**src/common/ltsd_pkg.sv**
```systemverilog
/*
 * Shared constants for the literal, table and skip decoder.
 * Assumes a single pclk domain and APB-reached control registers.
 */
package ltsd_pkg;
  // APB register byte offsets
  localparam logic [7:0] REG_CTRL   = 8'h00;
  localparam logic [7:0] REG_CORE   = 8'h04;
  localparam logic [7:0] REG_PROD   = 8'h08;
  localparam logic [7:0] REG_FSR0   = 8'h0c;
  localparam logic [7:0] REG_FSR1   = 8'h10;
  localparam logic [7:0] REG_FSR2   = 8'h14;
  localparam logic [7:0] REG_TBLPTR = 8'h18;
  localparam logic [7:0] REG_TABLAT = 8'h1c;
  // Control register fields
  localparam int CTRL_RUN_BIT  = 0;
  localparam int CTRL_EXT_BIT  = 1;
  localparam int CTRL_PSC_BIT  = 2;
  localparam logic [2:0] CTRL_RST = 3'h0;
  // Core status word fields: N OV Z DC C
  localparam int ST_C = 0;
  localparam int ST_DC = 1;
  localparam int ST_Z = 2;
  localparam int ST_OV = 3;
  localparam int ST_N = 4;
  localparam int CORE_STAT_LSB = 8;
  localparam int CORE_BSR_LSB = 16;
  localparam logic [4:0] FLAG_ALL = 5'h1f;
  localparam logic [4:0] FLAG_ZN = 5'h14;
  // Phase counter: four clocks per instruction cycle
  localparam logic [1:0] Q_DECODE = 2'h0;
  localparam logic [1:0] Q_READ = 2'h1;
  localparam logic [1:0] Q_PROC = 2'h2;
  localparam logic [1:0] Q_WRITE = 2'h3;
  // Opcode upper bytes and fields
  localparam logic [7:0] OP_SUBLIT = 8'h08;
  localparam logic [7:0] OP_ORLIT = 8'h09;
  localparam logic [7:0] OP_XORLIT = 8'h0a;
  localparam logic [7:0] OP_ANDLIT = 8'h0b;
  localparam logic [7:0] OP_RETLIT = 8'h0c;
  localparam logic [7:0] OP_MULLIT = 8'h0d;
  localparam logic [7:0] OP_MOVLIT = 8'h0e;
  localparam logic [7:0] OP_ADDLIT = 8'h0f;
  localparam logic [11:0] OP_BANK = 12'h010;
  localparam logic [11:0] OP_TBL = 12'h000;
  localparam logic [9:0] OP_PTR1 = 10'h3b8;
  localparam logic [3:0] OP_PTR2 = 4'hf;
  localparam logic [5:0] OP_INCSZ = 6'h0f;
  localparam logic [5:0] OP_INCSNZ = 6'h12;
  localparam logic [5:0] OP_ORREG = 6'h04;
  localparam logic [5:0] OP_TWOWORD = 6'h3b;
  localparam logic [3:0] OP_MOVFF = 4'hc;
  // Access bank split and upper block
  localparam logic [7:0] ACC_SPLIT = 8'h60;
  localparam logic [7:0] IDX_MAX = 8'h5f;
  localparam logic [3:0] ACC_HI_BANK = 4'hf;
  // Table pointer adjust modes
  localparam logic [1:0] TBL_NONE = 2'h0;
  localparam logic [1:0] TBL_POSTINC = 2'h1;
  localparam logic [1:0] TBL_POSTDEC = 2'h2;
  localparam logic [1:0] TBL_PREINC = 2'h3;

  typedef enum logic [2:0] {
    ALU_ADD = 3'b000,
    ALU_SUB = 3'b001,
    ALU_AND = 3'b010,
    ALU_OR  = 3'b011,
    ALU_XOR = 3'b100,
    ALU_MOV = 3'b101
  } ltsd_alu_op_t;

  typedef enum logic [2:0] {
    ST_EXEC  = 3'b000,
    ST_NOP2  = 3'b001,
    ST_SKIP  = 3'b010,
    ST_SKIP2 = 3'b011,
    ST_PTR2  = 3'b100
  } ltsd_state_t;
endpackage

```
**src/common/ltsd_alu_if.sv**
```systemverilog
/*
 * Operand and result bundle between the sequencer and its ALU.
 * Assumes a purely combinational ALU on the alu side.
 */
`timescale 1ns/1ps
`default_nettype none
interface ltsd_alu_if;
  ltsd_pkg::ltsd_alu_op_t op;
  logic [7:0]             a;
  logic [7:0]             b;
  logic [7:0]             res;
  logic [4:0]             flags;
  modport seq (output op, output a, output b, input res, input flags);
  modport alu (input op, input a, input b, output res, output flags);
endinterface
`default_nettype wire

```
**src/ltsd_alu.sv**
```systemverilog
/*
 * 8-bit ALU with carry, digit carry, zero, overflow and negative.
 * Assumes operands are stable for the whole processing phase.
 */
`timescale 1ns/1ps
`default_nettype none
module ltsd_alu (
  // Operand bundle
  ltsd_alu_if.alu bus
);
  logic [7:0] bb;
  logic [8:0] sum;
  logic [4:0] half;
  logic       cin;
  logic [7:0] r;

  always_comb begin
    bb = bus.b;
    cin = 1'b0;
    if (bus.op == ltsd_pkg::ALU_SUB) begin
      bb = ~bus.b;
      cin = 1'b1;
    end
    sum = {1'b0, bus.a} + {1'b0, bb} + {8'h00, cin};
    half = {1'b0, bus.a[3:0]} + {1'b0, bb[3:0]} + {4'h0, cin};
    case (bus.op)
      ltsd_pkg::ALU_ADD: r = sum[7:0];
      ltsd_pkg::ALU_SUB: r = sum[7:0];
      ltsd_pkg::ALU_AND: r = bus.a & bus.b;
      ltsd_pkg::ALU_OR:  r = bus.a | bus.b;
      ltsd_pkg::ALU_XOR: r = bus.a ^ bus.b;
      default:           r = bus.b;
    endcase
    bus.res = r;
    bus.flags[ltsd_pkg::ST_C] = sum[8];
    bus.flags[ltsd_pkg::ST_DC] = half[4];
    bus.flags[ltsd_pkg::ST_Z] = (r == 8'h00);
    bus.flags[ltsd_pkg::ST_OV] = (bus.a[7] == bb[7]) && (sum[7] != bus.a[7]);
    bus.flags[ltsd_pkg::ST_N] = r[7];
  end
endmodule
`default_nettype wire

```
**src/ltsd_core.sv**
```systemverilog
/*
 * Instruction sequencer for literal, table, increment-skip and OR ops.
 * Assumes fetch holds the current word on instr and advances on
 * fetch_adv; data memory answers dm_rdata in the cycle after dm_addr.
 */
// The placing of the registers and the APB interface to the registers are this design's own decisions.
`timescale 1ns/1ps
`default_nettype none
// Operation
// - Add literal to working register in one cycle, all five flags updated.
// - AND literal into working register, one cycle, only zero and negative.
// - OR and XOR literal into working register, one cycle, zero and negative.
// - Subtract working register from literal, one cycle, all five flags.
// - Move literal into working register, one cycle, no flag change.
// - Bank load copies 4-bit literal into bank select, no flags.
// - Multiply literal by working register in one cycle, flags unchanged.
// - Return with literal in working register, two cycles, no flags.
// - Two-word pointer load puts 12-bit literal into chosen file pointer.
// - Table read with four pointer modes, two cycles, no flags.
// - Table write with four pointer modes, two cycles, no flags.
// - Port register modified from itself reads pin levels, not latch.
// - Writing timer zero with destination f clears its assigned prescaler.
// - Program counter change or true test costs a second no-op cycle.
// - A stray second instruction word executes as a no-op.
// - Increment, write destination, skip next instruction when result zero.
// - Increment, write destination, skip next instruction when result nonzero.
// - Increment-skip takes one, two, or three cycles by skipped width.
// - Destination bit 0 writes working register, 1 writes register f.
// - Bank bit 0 uses access bank, 1 uses bank select register.
// - Extended set, bank bit 0, operand up to 95 uses indexed offset.
// - OR register with working register, chosen destination, zero and negative.
module ltsd_core #(
  parameter logic [11:0] PORT_ADDR = 12'hf81,
  parameter logic [11:0] TMR_ADDR  = 12'hfd6,
  parameter int          PTR_W     = 21
) (
  // Clock and reset
  input  wire logic              pclk,
  input  wire logic              presetn,
  // APB slave
  input  wire logic              psel,
  input  wire logic              penable,
  input  wire logic              pwrite,
  input  wire logic [7:0]        paddr,
  input  wire logic [31:0]       pwdata,
  output logic      [31:0]       prdata,
  output logic                   pready,
  output logic                   pslverr,
  // Instruction fetch
  input  wire logic [15:0]       instr,
  output logic                   fetch_adv,
  output logic                   ret_pop,
  // Data memory and pins
  input  wire logic [7:0]        dm_rdata,
  input  wire logic [7:0]        pin_in,
  output logic      [11:0]       dm_addr,
  output logic      [7:0]        dm_wdata,
  output logic                   dm_we,
  output logic                   t0_psc_clr,
  // Program memory table port
  input  wire logic [7:0]        tbl_rdata,
  output logic      [PTR_W-1:0]  tbl_ptr,
  output logic      [7:0]        tbl_wdata,
  output logic                   tbl_rd,
  output logic                   tbl_wr
);
  if (PTR_W < 8 || PTR_W > 32) begin : g_bad_ptr_w
    $error("PTR_W out of range");
  end

  ltsd_alu_if alu_bus ();
  ltsd_alu u_alu (.bus(alu_bus));

  ltsd_pkg::ltsd_state_t st_ff;
  logic [1:0]        q_ff;
  logic [15:0]       ir_ff;
  logic [2:0]        ctrl_ff;
  logic [7:0]        working_register_ff;
  logic [4:0]        status_ff;
  logic [3:0]        bsr_ff;
  logic [15:0]       prod_ff;
  logic [11:0]       fsr_ff [3];
  logic [PTR_W-1:0]  tblptr_ff;
  logic [7:0]        tablat_ff;
  logic              tbl_pend_ff;
  logic              tbl_nop_ff;
  logic [11:0]       dm_addr_ff;
  logic [7:0]        dm_wdata_ff;
  logic              dm_we_ff;
  logic              t0_clr_ff;
  logic              fetch_adv_ff;
  logic              ret_pop_ff;
  logic              tbl_rd_ff;
  logic              tbl_wr_ff;
  logic [31:0]       prdata_ff;
  logic              pready_ff;
  logic              pslverr_ff;

  // Decode of the latched word
  logic [7:0] hi8;
  logic [7:0] lit;
  logic       run;
  logic       exec;
  logic       is_lit;
  logic       is_bank;
  logic       is_tbl;
  logic       is_ptr1;
  logic       is_incz;
  logic       is_incnz;
  logic       is_orreg;
  logic       is_regop;
  logic       is_twoword;
  logic       d_bit;
  logic       a_bit;
  logic [7:0] f_val;
  logic       skip_now;
  logic [4:0] flag_mask;
  logic [11:0] ea;

  assign hi8 = ir_ff[15:8];
  assign lit = ir_ff[7:0];
  assign run = ctrl_ff[ltsd_pkg::CTRL_RUN_BIT];
  assign exec = run && (st_ff == ltsd_pkg::ST_EXEC);
  assign is_lit = (hi8 >= ltsd_pkg::OP_SUBLIT) && (hi8 <= ltsd_pkg::OP_ADDLIT);
  assign is_bank = (ir_ff[15:4] == ltsd_pkg::OP_BANK);
  assign is_tbl = (ir_ff[15:4] == ltsd_pkg::OP_TBL) && ir_ff[3];
  assign is_ptr1 = (ir_ff[15:6] == ltsd_pkg::OP_PTR1);
  assign is_incz = (ir_ff[15:10] == ltsd_pkg::OP_INCSZ);
  assign is_incnz = (ir_ff[15:10] == ltsd_pkg::OP_INCSNZ);
  assign is_orreg = (ir_ff[15:10] == ltsd_pkg::OP_ORREG);
  assign is_regop = is_incz || is_incnz || is_orreg;
  assign is_twoword = (ir_ff[15:10] == ltsd_pkg::OP_TWOWORD)
                      || (ir_ff[15:12] == ltsd_pkg::OP_MOVFF);
  assign d_bit = ir_ff[9];
  assign a_bit = ir_ff[8];
  assign f_val = (dm_addr_ff == PORT_ADDR) ? pin_in : dm_rdata;
  assign skip_now = (is_incz && alu_bus.res == 8'h00)
                    || (is_incnz && alu_bus.res != 8'h00);

  // Effective data address from the word at the decode phase
  always_comb begin
    if (instr[8]) begin
      ea = {bsr_ff, instr[7:0]};
    end else if (ctrl_ff[ltsd_pkg::CTRL_EXT_BIT] && instr[7:0] <= ltsd_pkg::IDX_MAX) begin
      ea = fsr_ff[2] + {4'h0, instr[7:0]};
    end else if (instr[7:0] < ltsd_pkg::ACC_SPLIT) begin
      ea = {4'h0, instr[7:0]};
    end else begin
      ea = {ltsd_pkg::ACC_HI_BANK, instr[7:0]};
    end
  end

  // ALU operand steering
  always_comb begin
    alu_bus.op = ltsd_pkg::ALU_MOV;
    alu_bus.a = working_register_ff;
    alu_bus.b = lit;
    flag_mask = 5'h00;
    if (is_regop) begin
      alu_bus.b = f_val;
      if (is_orreg) begin
        alu_bus.op = ltsd_pkg::ALU_OR;
        flag_mask = ltsd_pkg::FLAG_ZN;
      end else begin
        alu_bus.op = ltsd_pkg::ALU_ADD;
        alu_bus.a = 8'h01;
      end
    end else begin
      case (hi8)
        ltsd_pkg::OP_ADDLIT: begin
          alu_bus.op = ltsd_pkg::ALU_ADD;
          flag_mask = ltsd_pkg::FLAG_ALL;
        end
        ltsd_pkg::OP_SUBLIT: begin
          alu_bus.op = ltsd_pkg::ALU_SUB;
          alu_bus.a = lit;
          alu_bus.b = working_register_ff;
          flag_mask = ltsd_pkg::FLAG_ALL;
        end
        ltsd_pkg::OP_ANDLIT: begin
          alu_bus.op = ltsd_pkg::ALU_AND;
          flag_mask = ltsd_pkg::FLAG_ZN;
        end
        ltsd_pkg::OP_ORLIT: begin
          alu_bus.op = ltsd_pkg::ALU_OR;
          flag_mask = ltsd_pkg::FLAG_ZN;
        end
        ltsd_pkg::OP_XORLIT: begin
          alu_bus.op = ltsd_pkg::ALU_XOR;
          flag_mask = ltsd_pkg::FLAG_ZN;
        end
        default: alu_bus.op = ltsd_pkg::ALU_MOV;
      endcase
    end
  end

  // Phase counter and word latch
  always_ff @(posedge pclk or negedge presetn) begin
    if (!presetn) begin
      q_ff <= ltsd_pkg::Q_DECODE;
      ir_ff <= 16'h0000;
      dm_addr_ff <= 12'h000;
    end else if (run) begin
      q_ff <= q_ff + 2'h1;
      if (q_ff == ltsd_pkg::Q_DECODE) begin
        ir_ff <= instr;
        dm_addr_ff <= ea;
      end
    end
  end

  // Sequencer state, advanced at the write phase
  always_ff @(posedge pclk or negedge presetn) begin
    if (!presetn) begin
      st_ff <= ltsd_pkg::ST_EXEC;
      tbl_nop_ff <= 1'b0;
    end else if (run && q_ff == ltsd_pkg::Q_WRITE) begin
      tbl_nop_ff <= (st_ff == ltsd_pkg::ST_EXEC) && is_tbl;
      case (st_ff)
        ltsd_pkg::ST_EXEC: begin
          if ((is_lit && hi8 == ltsd_pkg::OP_RETLIT) || is_tbl) begin
            st_ff <= ltsd_pkg::ST_NOP2;
          end else if (is_ptr1) begin
            st_ff <= ltsd_pkg::ST_PTR2;
          end else if (skip_now) begin
            st_ff <= ltsd_pkg::ST_SKIP;
          end else begin
            st_ff <= ltsd_pkg::ST_EXEC;
          end
        end
        ltsd_pkg::ST_SKIP: begin
          st_ff <= is_twoword ? ltsd_pkg::ST_SKIP2 : ltsd_pkg::ST_EXEC;
        end
        default: st_ff <= ltsd_pkg::ST_EXEC;
      endcase
    end
  end

  // Working register, flags, bank select, product
  always_ff @(posedge pclk or negedge presetn) begin
    if (!presetn) begin
      working_register_ff <= 8'h00;
      status_ff <= 5'h00;
      bsr_ff <= 4'h0;
      prod_ff <= 16'h0000;
    end else if (exec && q_ff == ltsd_pkg::Q_PROC) begin
      status_ff <= (status_ff & ~flag_mask) | (alu_bus.flags & flag_mask);
      if (is_bank) begin
        bsr_ff <= lit[3:0];
      end
      if (is_lit && hi8 == ltsd_pkg::OP_MULLIT) begin
        prod_ff <= lit * working_register_ff;
      end else if (is_lit || (is_regop && !d_bit)) begin
        working_register_ff <= alu_bus.res;
      end
    end
  end

  // Data memory write, timer prescaler clear, fetch strobes
  always_ff @(posedge pclk or negedge presetn) begin
    if (!presetn) begin
      dm_we_ff <= 1'b0;
      dm_wdata_ff <= 8'h00;
      t0_clr_ff <= 1'b0;
      ret_pop_ff <= 1'b0;
      fetch_adv_ff <= 1'b0;
    end else begin
      dm_we_ff <= exec && q_ff == ltsd_pkg::Q_PROC && is_regop && d_bit;
      t0_clr_ff <= exec && q_ff == ltsd_pkg::Q_PROC && is_regop && d_bit
                   && dm_addr_ff == TMR_ADDR && ctrl_ff[ltsd_pkg::CTRL_PSC_BIT];
      ret_pop_ff <= exec && q_ff == ltsd_pkg::Q_PROC && hi8 == ltsd_pkg::OP_RETLIT;
      // Table ops hold fetch in their idle cycle so the next word still runs
      fetch_adv_ff <= run && q_ff == ltsd_pkg::Q_PROC
                      && !(st_ff == ltsd_pkg::ST_NOP2 && tbl_nop_ff);
      if (exec && q_ff == ltsd_pkg::Q_PROC) begin
        dm_wdata_ff <= alu_bus.res;
      end
    end
  end

  logic [1:0] fsr_sel_ff;
  logic [3:0] fsr_hi_ff;

  // File pointers: second word completes the load, stray words do nothing
  for (genvar i = 0; i < 3; i++) begin : g_fsr
    always_ff @(posedge pclk or negedge presetn) begin
      if (!presetn) begin
        fsr_ff[i] <= 12'h000;
      end else if (run && q_ff == ltsd_pkg::Q_PROC && st_ff == ltsd_pkg::ST_PTR2
                   && ir_ff[15:12] == ltsd_pkg::OP_PTR2) begin
        if (fsr_sel_ff == 2'(i)) begin
          fsr_ff[i] <= {fsr_hi_ff, lit};
        end
      end
    end
  end

  always_ff @(posedge pclk or negedge presetn) begin
    if (!presetn) begin
      fsr_sel_ff <= 2'h0;
      fsr_hi_ff <= 4'h0;
    end else if (exec && q_ff == ltsd_pkg::Q_PROC && is_ptr1) begin
      fsr_sel_ff <= ir_ff[5:4];
      fsr_hi_ff <= ir_ff[3:0];
    end
  end

  // Table pointer, latch and program memory strobes
  always_ff @(posedge pclk or negedge presetn) begin
    if (!presetn) begin
      tblptr_ff <= '0;
      tablat_ff <= 8'h00;
      tbl_rd_ff <= 1'b0;
      tbl_wr_ff <= 1'b0;
      tbl_pend_ff <= 1'b0;
    end else begin
      tbl_rd_ff <= 1'b0;
      tbl_wr_ff <= 1'b0;
      if (exec && q_ff == ltsd_pkg::Q_READ && is_tbl) begin
        tbl_rd_ff <= !ir_ff[2];
        tbl_wr_ff <= ir_ff[2];
        tbl_pend_ff <= !ir_ff[2];
        if (ir_ff[1:0] == ltsd_pkg::TBL_PREINC) begin
          tblptr_ff <= tblptr_ff + PTR_W'(1);
        end
      end else if (exec && q_ff == ltsd_pkg::Q_WRITE && is_tbl) begin
        if (ir_ff[1:0] == ltsd_pkg::TBL_POSTINC) begin
          tblptr_ff <= tblptr_ff + PTR_W'(1);
        end else if (ir_ff[1:0] == ltsd_pkg::TBL_POSTDEC) begin
          tblptr_ff <= tblptr_ff - PTR_W'(1);
        end
      end else if (tbl_pend_ff && q_ff == ltsd_pkg::Q_PROC) begin
        tablat_ff <= tbl_rdata;
        tbl_pend_ff <= 1'b0;
      end else if (psel && penable && pwrite && pready_ff) begin
        if (paddr == ltsd_pkg::REG_TBLPTR) tblptr_ff <= pwdata[PTR_W-1:0];
        if (paddr == ltsd_pkg::REG_TABLAT) tablat_ff <= pwdata[7:0];
      end
    end
  end

  // APB slave: one wait state, write lands on the completing edge
  logic [31:0] rd_mux;
  logic        rd_hit;
  always_comb begin
    rd_hit = 1'b1;
    rd_mux = 32'h0000_0000;
    case (paddr)
      ltsd_pkg::REG_CTRL:   rd_mux[2:0] = ctrl_ff;
      ltsd_pkg::REG_CORE:   rd_mux[19:0] = {bsr_ff, 3'h0, status_ff, working_register_ff};
      ltsd_pkg::REG_PROD:   rd_mux[15:0] = prod_ff;
      ltsd_pkg::REG_FSR0:   rd_mux[11:0] = fsr_ff[0];
      ltsd_pkg::REG_FSR1:   rd_mux[11:0] = fsr_ff[1];
      ltsd_pkg::REG_FSR2:   rd_mux[11:0] = fsr_ff[2];
      ltsd_pkg::REG_TBLPTR: rd_mux[PTR_W-1:0] = tblptr_ff;
      ltsd_pkg::REG_TABLAT: rd_mux[7:0] = tablat_ff;
      default:              rd_hit = 1'b0;
    endcase
  end

  always_ff @(posedge pclk or negedge presetn) begin
    if (!presetn) begin
      pready_ff <= 1'b0;
      prdata_ff <= 32'h0000_0000;
      pslverr_ff <= 1'b0;
      ctrl_ff <= ltsd_pkg::CTRL_RST;
    end else begin
      pready_ff <= psel && penable && !pready_ff;
      pslverr_ff <= psel && penable && !pready_ff && !rd_hit;
      prdata_ff <= (psel && !pwrite) ? rd_mux : 32'h0000_0000;
      if (psel && penable && pwrite && pready_ff && paddr == ltsd_pkg::REG_CTRL) begin
        ctrl_ff <= pwdata[2:0];
      end
    end
  end

  assign prdata = prdata_ff;
  assign pready = pready_ff;
  assign pslverr = pslverr_ff;
  assign fetch_adv = fetch_adv_ff;
  assign ret_pop = ret_pop_ff;
  assign dm_addr = dm_addr_ff;
  assign dm_wdata = dm_wdata_ff;
  assign dm_we = dm_we_ff;
  assign t0_psc_clr = t0_clr_ff;
  assign tbl_ptr = tblptr_ff;
  assign tbl_wdata = tablat_ff;
  assign tbl_rd = tbl_rd_ff;
  assign tbl_wr = tbl_wr_ff;
endmodule
`default_nettype wire

```
**config.mk**
```make
export PLATFORM = sky130hd
export DESIGN_NAME = ltsd_core
export DESIGN_NICKNAME = d
export VERILOG_FILES = /design/src/common/ltsd_pkg.sv /design/src/common/ltsd_alu_if.sv /design/src/ltsd_alu.sv /design/src/ltsd_core.sv
export SDC_FILE = /design/constraint.sdc
export NUM_CORES = 1
export LEC_CHECK = 0
export BUFFER_PORTS_ARGS = -buffer_cell sky130_fd_sc_hd__buf_2
export CAP_MARGIN = 15
export CORE_MARGIN = 5
export CORE_UTILIZATION = 40
export DETAILED_ROUTE_END_ITERATION = 6
export MAX_ROUTING_LAYER = met4
export PLACE_DENSITY = 0.63
export SETUP_SLACK_MARGIN = 0.02
export SLEW_MARGIN = 5
export SYNTH_ARGS = -nofsm -noshare
export SYNTH_HDL_FRONTEND = slang
export SYNTH_SLANG_ARGS = --single-unit
```
**constraint.sdc**
```tcl
create_clock -name pclk -period 10.4 [get_ports pclk]
set_clock_uncertainty 0.1 [all_clocks]
set_input_delay 1.56 -clock pclk [delete_from_list [all_inputs] [get_ports pclk]]
set_output_delay 1.56 -clock pclk [all_outputs]
set_load 0.1 [all_outputs]
```
==> Word level (Yosys, flattened, before mapping) <==
Index checks and enable logic that the tools add are counted.
{ "classes": {"n_addsub": 8, "mul": 1, "n_lt_le_gt_ge": 4, "eq_ne": 45, "n_mux": 47, "bitwise_logic": 11, "reduce_logical": 75} }
{ "op_table": {"columns": ["cell", "count"], "rows": [
  ["2-to-1 mux 21 bit", 9],
  ["2-to-1 mux 8 bit", 10],
  ["== test 8 x 4 -> 1 bit (second input constant)", 9],
  ["logical AND 1 bit", 36],
  ["2-to-1 mux 12 bit", 3],
  ["one-hot mux 5 bit (7 select lines)", 1],
  ["== test 8 x 5 -> 1 bit (second input constant)", 4],
  ["one-hot mux 8 bit (4 select lines)", 1],
  ["== test 12 bit (second input constant)", 2],
  ["one-hot mux 3 bit (8 select lines)", 1],
  ["one-hot mux 4 bit (6 select lines)", 1],
  ["adder 21 x 1 -> 21 bit (second input constant)", 1],
  ["subtractor 21 x 1 -> 21 bit (second input constant)", 1],
  ["logical NOT 8 bit", 2],
  ["multiplier 8 x 8 -> 16 bit", 1],
  ["one-hot mux 3 bit (5 select lines)", 1],
  ["AND reduction 2 bit", 7],
  ["adder 12 x 8 -> 12 bit", 1],
  ["== test 12 x 5 -> 1 bit (second input constant)", 1],
  ["logical NOT 12 bit", 1],
  ["one-hot mux 4 bit (3 select lines)", 1],
  ["bitwise AND 5 bit", 2],
  ["== test 10 bit (second input constant)", 1],
  ["== test 2 bit (second input constant)", 5],
  ["52 further kinds", 89]
]} }
{ "word_totals": {"regBits": 179, "inputBits": 85, "output_inout_bits": 89, "elab_cells": 219} }

==> Logic depth before layout (Yosys ltp) <==
{ "logic_depth": {"depth_word": 16, "depth_mapped": 24, "mapped_depth_nobuf": 21} }

==> Modules after synthesis <==
A second synthesis with hierarchy kept.
{ "hier_totals": {"cells_unflattened": 1493, "hier_area_um2": 13312.8} }
{ "by_module_without_submodules": {"columns": ["mod", "n_inst", "cells_each", "area_each_um2", "seq_area_each_um2"], "rows": [
  ["ltsd_core", 1, 1333, 12176.7, 4479.3],
  ["ltsd_alu", 1, 160, 1136.1, 0.0]
]} }

==> Worst setup path after synthesis <==
No wires, ideal clock.
{ "synth_timing": {"kind": "reg2reg", "startpoint": "register ir_ff[15]", "endpoint": "register st_ff[1]", "setup_time_ns": 0.080, "arrival_ns": 4.881, "setup_slack_ns": 5.339, "path_stages_with_launch": 25, "n_path_buf": 4, "period_less_slack_ns": 5.061, "path_cell_list": "dfrtp_1 buf_6 or4b_4 a2111o_1 buf_6 or4b_4 or2_1 buf_6 clkbuf_1 nand2_1 nand2_1 nor2_1 a21oi_1 xnor2_1 ha_1 nand3_1 nand2_1 a31oi_1 xnor2_1 a221oi_1 a21oi_1 nor3_1 nand4b_1 or4_1 o211ai_2"} }
{ "synth_between": {"elab_chain_len": 16} }
{ "synth_rtl": {"columns": ["item", "line_no", "text"], "rows": [
  ["start, declared", "ltsd_core.sv:76", "logic [15:0] ir_ff;"],
  ["start signal, assigned", "ltsd_core.sv:206", "ir_ff <= instr;"],
  ["branches (longest 15 deep; another with adder 8 x 8 -> 9 bit)", null, null],
  ["one-hot mux 3 bit (2 select lines) (*)", "ltsd_core.sv:219", "case (st_ff)"],
  ["end signal, assigned", "ltsd_core.sv:222", "st_ff <= ltsd_pkg::ST_NOP2;"],
  ["end signal, assigned", "ltsd_core.sv:224", "st_ff <= ltsd_pkg::ST_PTR2;"],
  ["end signal, assigned", "ltsd_core.sv:226", "st_ff <= ltsd_pkg::ST_SKIP;"],
  ["end, declared", "ltsd_core.sv:74", "ltsd_pkg::ltsd_state_t st_ff;"]
]} }
Mark *: on every way between the ends.
A chain may end at the register's enable or synchronous reset.

==> Final worst setup path <==
{ "layout_timing": {"startpoint": "register ir_ff[8]", "endpoint": "register st_ff[1]"} }
{ "layout_between": {"elab_chain_len": 15} }
{ "layout_rtl": {"columns": ["item", "line_no", "text"], "rows": [
  ["== test 8 x 4 -> 1 bit", "ltsd_core.sv:169", "case (hi8)"],
  ["one-hot mux 3 bit (5 select lines) / 2-to-1 mux 8 bit (equally long branches)", "ltsd_core.sv:169", null],
  ["2-to-1 mux 3 bit / 2-to-1 mux 8 bit (equally long branches)", "ltsd_core.sv:159", "if (is_regop) begin"],
  ["== test 3 x 1 -> 1 bit / NOT 8 bit (equally long branches)", "ltsd_alu.sv:20, ltsd_alu.sv:26, ltsd_alu.sv:21", null],
  ["2-to-1 mux 8 bit", "ltsd_alu.sv:20", "if (bus.op == ltsd_pkg::ALU_SUB) begin"],
  ["adder 8 x 8 -> 9 bit", "ltsd_alu.sv:24", "sum = {1'b0, bus.a} + {1'b0, bb} + {8'h00, cin};"],
  ["adder 9 x 1 -> 9 bit", "ltsd_alu.sv:24", null],
  ["one-hot mux 8 bit (4 select lines)", "ltsd_alu.sv:26", "case (bus.op)"],
  ["logical NOT 8 bit / nonzero test 8 bit (equally long branches)", "ltsd_core.sv:137, ltsd_core.sv:138", null],
  ["logical AND 1 bit, on equally long branches", "ltsd_core.sv:137, ltsd_core.sv:138", null],
  ["logical OR 1 bit", "ltsd_core.sv:138", "|| (is_incnz && alu_bus.res != 8'h00);"],
  ["2-to-1 mux 2 bit", "ltsd_core.sv:225", "end else if (skip_now) begin"],
  ["2-to-1 mux 3 bit", "ltsd_core.sv:223", "end else if (is_ptr1) begin"],
  ["2-to-1 mux 3 bit (*)", "ltsd_core.sv:221", "if ((is_lit && hi8 == ltsd_pkg::OP_RETLIT) || is_tbl) begin"],
  ["one-hot mux 3 bit (2 select lines) (*)", "ltsd_core.sv:219", null]
]} }
Every way passes the cells marked *; elsewhere a longest branch is shown, timed or not.

==> results.md <==
* Clk Latency, worst-skew pair at 0.44 ns
* Fraction of layout cells with a size suffix above 1 at 19.2%
* Top FF cell, synth: dfrtp_1
* PostCTS Resize Cnt at 0
* DP HPWL at 27,900 microns
* Max-slew violations at 0
* Die Ht at 189 microns
* DR vias at 10,900
* Pwr per Cell Area at 114 mW/mm^2
* Clock sinks at 179
* Synth warn at 0
* Power share of the combinational group at 16.6%
* Sw power at 509 uW
* GRT overflow at 0
* Async set-or-reset flop fraction in the synthesized netlist at 100%
* CTS root buf: clkbuf_16
* First-pass GRT wire length at 59,400 microns
* Cells after synthesis at 1,415
* Most used cell, CP: nand2_1
* Setup ws final at 4.20 ns
* Worst slew pin tran at 1.11 ns
* Register area share after synthesis at 35.1%
* Final Core Density at 45.5%
* Final Wtd Congestion at 0.865
* Clock transition at path regs at 0.07 ns
* CP peak stage delay at 0.61 ns
* Arrival time worst endpoint at 6.45 ns
* Most frequent cells in the layout: 198 x nand2_1, 179 x dfrtp_1, 150 x buf_2, 99 x o21ai_0, 95 x nor2_1
* Residual DRC at 0
* Relative slew slack at 25.1%
* Minimum clock period at 6.20 ns
* Final nets at 1,712
* Post-Syn Area at 0.0128 sq mm
* Starting Density at 40.5%
* CTS buffer count at 17
* Power share of the clock group at 39.1%
* Worst Hold Class: register to register
* Largest net degree at the start of global routing at 105
* Vias in the first global route at 10,800
* Die area at 0.0356 sq mm
* Cell Rows at 65
* Switching Share at 31.2%
* Initial antenna violation count at 2
* Fin Hold WS at 0.377 ns
* Period utilization at 59.6%
* Number of post-CTS setup repair buffers at 0
* Leak Pwr at 0.00697 uW
* Commonest non-fill, non-tap cell in the layout: nand2_1
* Required time of the critical path at 10.65 ns
* Core area at 0.0316 sq mm
* First-pass DRT Iterations at 6
* Cell variety after synth at 78
* Area delta synth->final at 12.3%
* Post-synth EDFFs at 0
* Setup TNS Final at 0 ns
* IO Pins at 174
* Clk buf depth at 2
* Antenna viol nets, final at 0
* Avg Inst Size Synth at 9.03 sq um
* RSZ-0062 raised after global routing: no
* WS Path Type: register to register
* Final WL at 37,800 microns
* Pint at 1120 uW
* GRT Total Usage at 21.6%
* DRT iter0 DRCs at 786
* H-tree Lvls at 4
* Die Wd at 189 microns
* Max Fclk at 161 MHz
* WL/cell at 19.6 microns
* Status: complete, no violations
* Synth Register Bits at 179
* TritonCTS clock tree: yes
* Crit path max fanout at 17
* Final setup viols at 0
* Hold-fix buffers, CTS at 0
* Crit. End Element: register
* Via-to-Cell Ratio at 5.65
* Crit path launch type: register
* CP max-delay cell: a2111o_1
* Port bufs at 151
* Pre-CTS worst setup slack at 4.34 ns
* Sequential Power Share at 44.3%
* Crit-path cells: inv_1, a2111o_1, or4b_4, nor2_2, o21bai_1, nand2_1, o21ai_0, fa_1, nand3_1, nand2_1, a31oi_1, xnor2_1, a221oi_1, a21oi_1, nor3_1, nand4b_1, or4_1, o211ai_2
* Worst VDD drop at 158 uV
* Hold Fails Final Rpt at 0
* Max_cap viols at 0
## through the flow
stage                     power [uW]  area [sq um]  cells
final                           1630         14300   1930
after global routing            1700         14300   1930
after CTS                       1650         14300   1927
after global placement          1000         13800   1896
after floorplan                  922         12800   1425
after detailed placement        1010         13800   1896
## registers in the layout, summed over array words and instances (netlist names), 8 cells and up, named ones only
name	flops
working_register_ff	8
ir_ff	16
tbl_ptr	21
fsr_ff	36
tbl_wdata	8
dm_wdata	8
dm_addr	12
prod_ff	16
prdata	21
## cells by family after synthesis
family	Yosys count	share of synthesized area (%)
and+or+nand+nor	492	18.6
adders and majority gates	113	13.3
buffers and inverters	186	5.99
AOI/OAI and AO/OA	299	15.1
xor gates and xnor gates	40	2.74
muxes	105	9.20
DFF	179	35.1
other	1	0.0294
## cells in the mapped netlist, types with 4 or more instances
cell type	number	share of area, %
nand2_1	198	5.8
dfrtp_1	179	35
o21ai_0	99	3.9
nor2_1	95	2.8
inv_1	89	2.6
clkbuf_1	78	2.3
ha_1	75	7.3
mux2_2	68	6.0
a21oi_1	66	2.6
and2_1	48	2.4
fa_1	38	6.0
mux2i_1	33	2.6
nor3_1	30	1.2
a22oi_1	25	1.5
xnor2_1	25	1.7
nand3_1	19	0.74
a221oi_1	15	1.0
xor2_1	15	1.0
nand4_1	13	0.64
nor4_1	13	0.64
a31oi_1	12	0.59
buf_4	11	0.65
a21o_1	9	0.53
and3_1	9	0.44
nand2b_1	9	0.44
nor2b_1	9	0.44
a222oi_1	8	0.63
a211oi_1	7	0.41
nor3b_1	7	0.41
o31ai_1	7	0.41
or2_2	7	0.34
a22o_1	6	0.41
o22ai_1	6	0.29
or3_1	6	0.29
or4_1	5	0.29
a21boi_0	4	0.24
o21a_1	4	0.24
o221ai_1	4	0.27
or3b_2	4	0.27
## layer usage
metal,GRT usage (%),up-vias,wire length [microns],part of all wire [%]
li1,-,5128,-,-
met1,27.4,5408,16200,43
met2,35.2,298,18500,49
met3,3.71,65,1980,5.2
met4,7.32,0,1110,2.9
met5,-,-,0,0
## power by group through the flow
stage	Sequential [uW]	Clock [uW]	Combinational [uW]
after floorplan	763	0	159
after global placement	736	0	267
after detailed placement	736	0	270
after CTS	723	651	272
after global routing	725	678	300
final	723	638	271
## final timing paths
path / cells after the start / endpoint / from / slack (ns)
setup reg to reg: 18 / st_ff[1]$_DFFE_PN0P_ / ir_ff[8]$_DFFE_PN0P_ / 4.20
max in group asynchronous: 2 / tbl_pend_ff$_DFFE_PN0P_ / presetn / 7.54
setup / recovery: 18 / st_ff[1]$_DFFE_PN0P_ / ir_ff[8]$_DFFE_PN0P_ / 4.20
min in group asynchronous: 1 / dm_wdata[5]$_DFFE_PN0P_ / presetn / 1.11
hold reg to reg: 2 / dm_wdata[6]$_DFFE_PN0P_ / dm_wdata[6]$_DFFE_PN0P_ / 0.38
hold / removal: 2 / dm_wdata[6]$_DFFE_PN0P_ / dm_wdata[6]$_DFFE_PN0P_ / 0.38
## worst max-delay path: cells and delay by family (launching register included)
family / cells / cell delay (ns)
compound gates: 7 / 2.04
xor+xnor: 1 / 0.13
fa+ha+maj: 1 / 0.55
buf+inv: 1 / 0.25
flops: 1 / 0.44
simple gates: 8 / 2.61
## area by class of cell
| class | count | area (sq um) |
|---|---|---|
| Antenna cell | 2 | 5.00 |
| Clock buffer | 17 | 425 |
| Clock inverter | 14 | 129 |
| Fill cell | 3075 | 17200 |
| Inverter | 89 | 334 |
| Multi-Input combinational cell | 1060 | 7580 |
| Sequential cell | 179 | 4480 |
| Tap cell | 402 | 503 |
| Timing Repair Buffer | 167 | 892 |
Note: power is estimated with default switching activity, not from simulation.
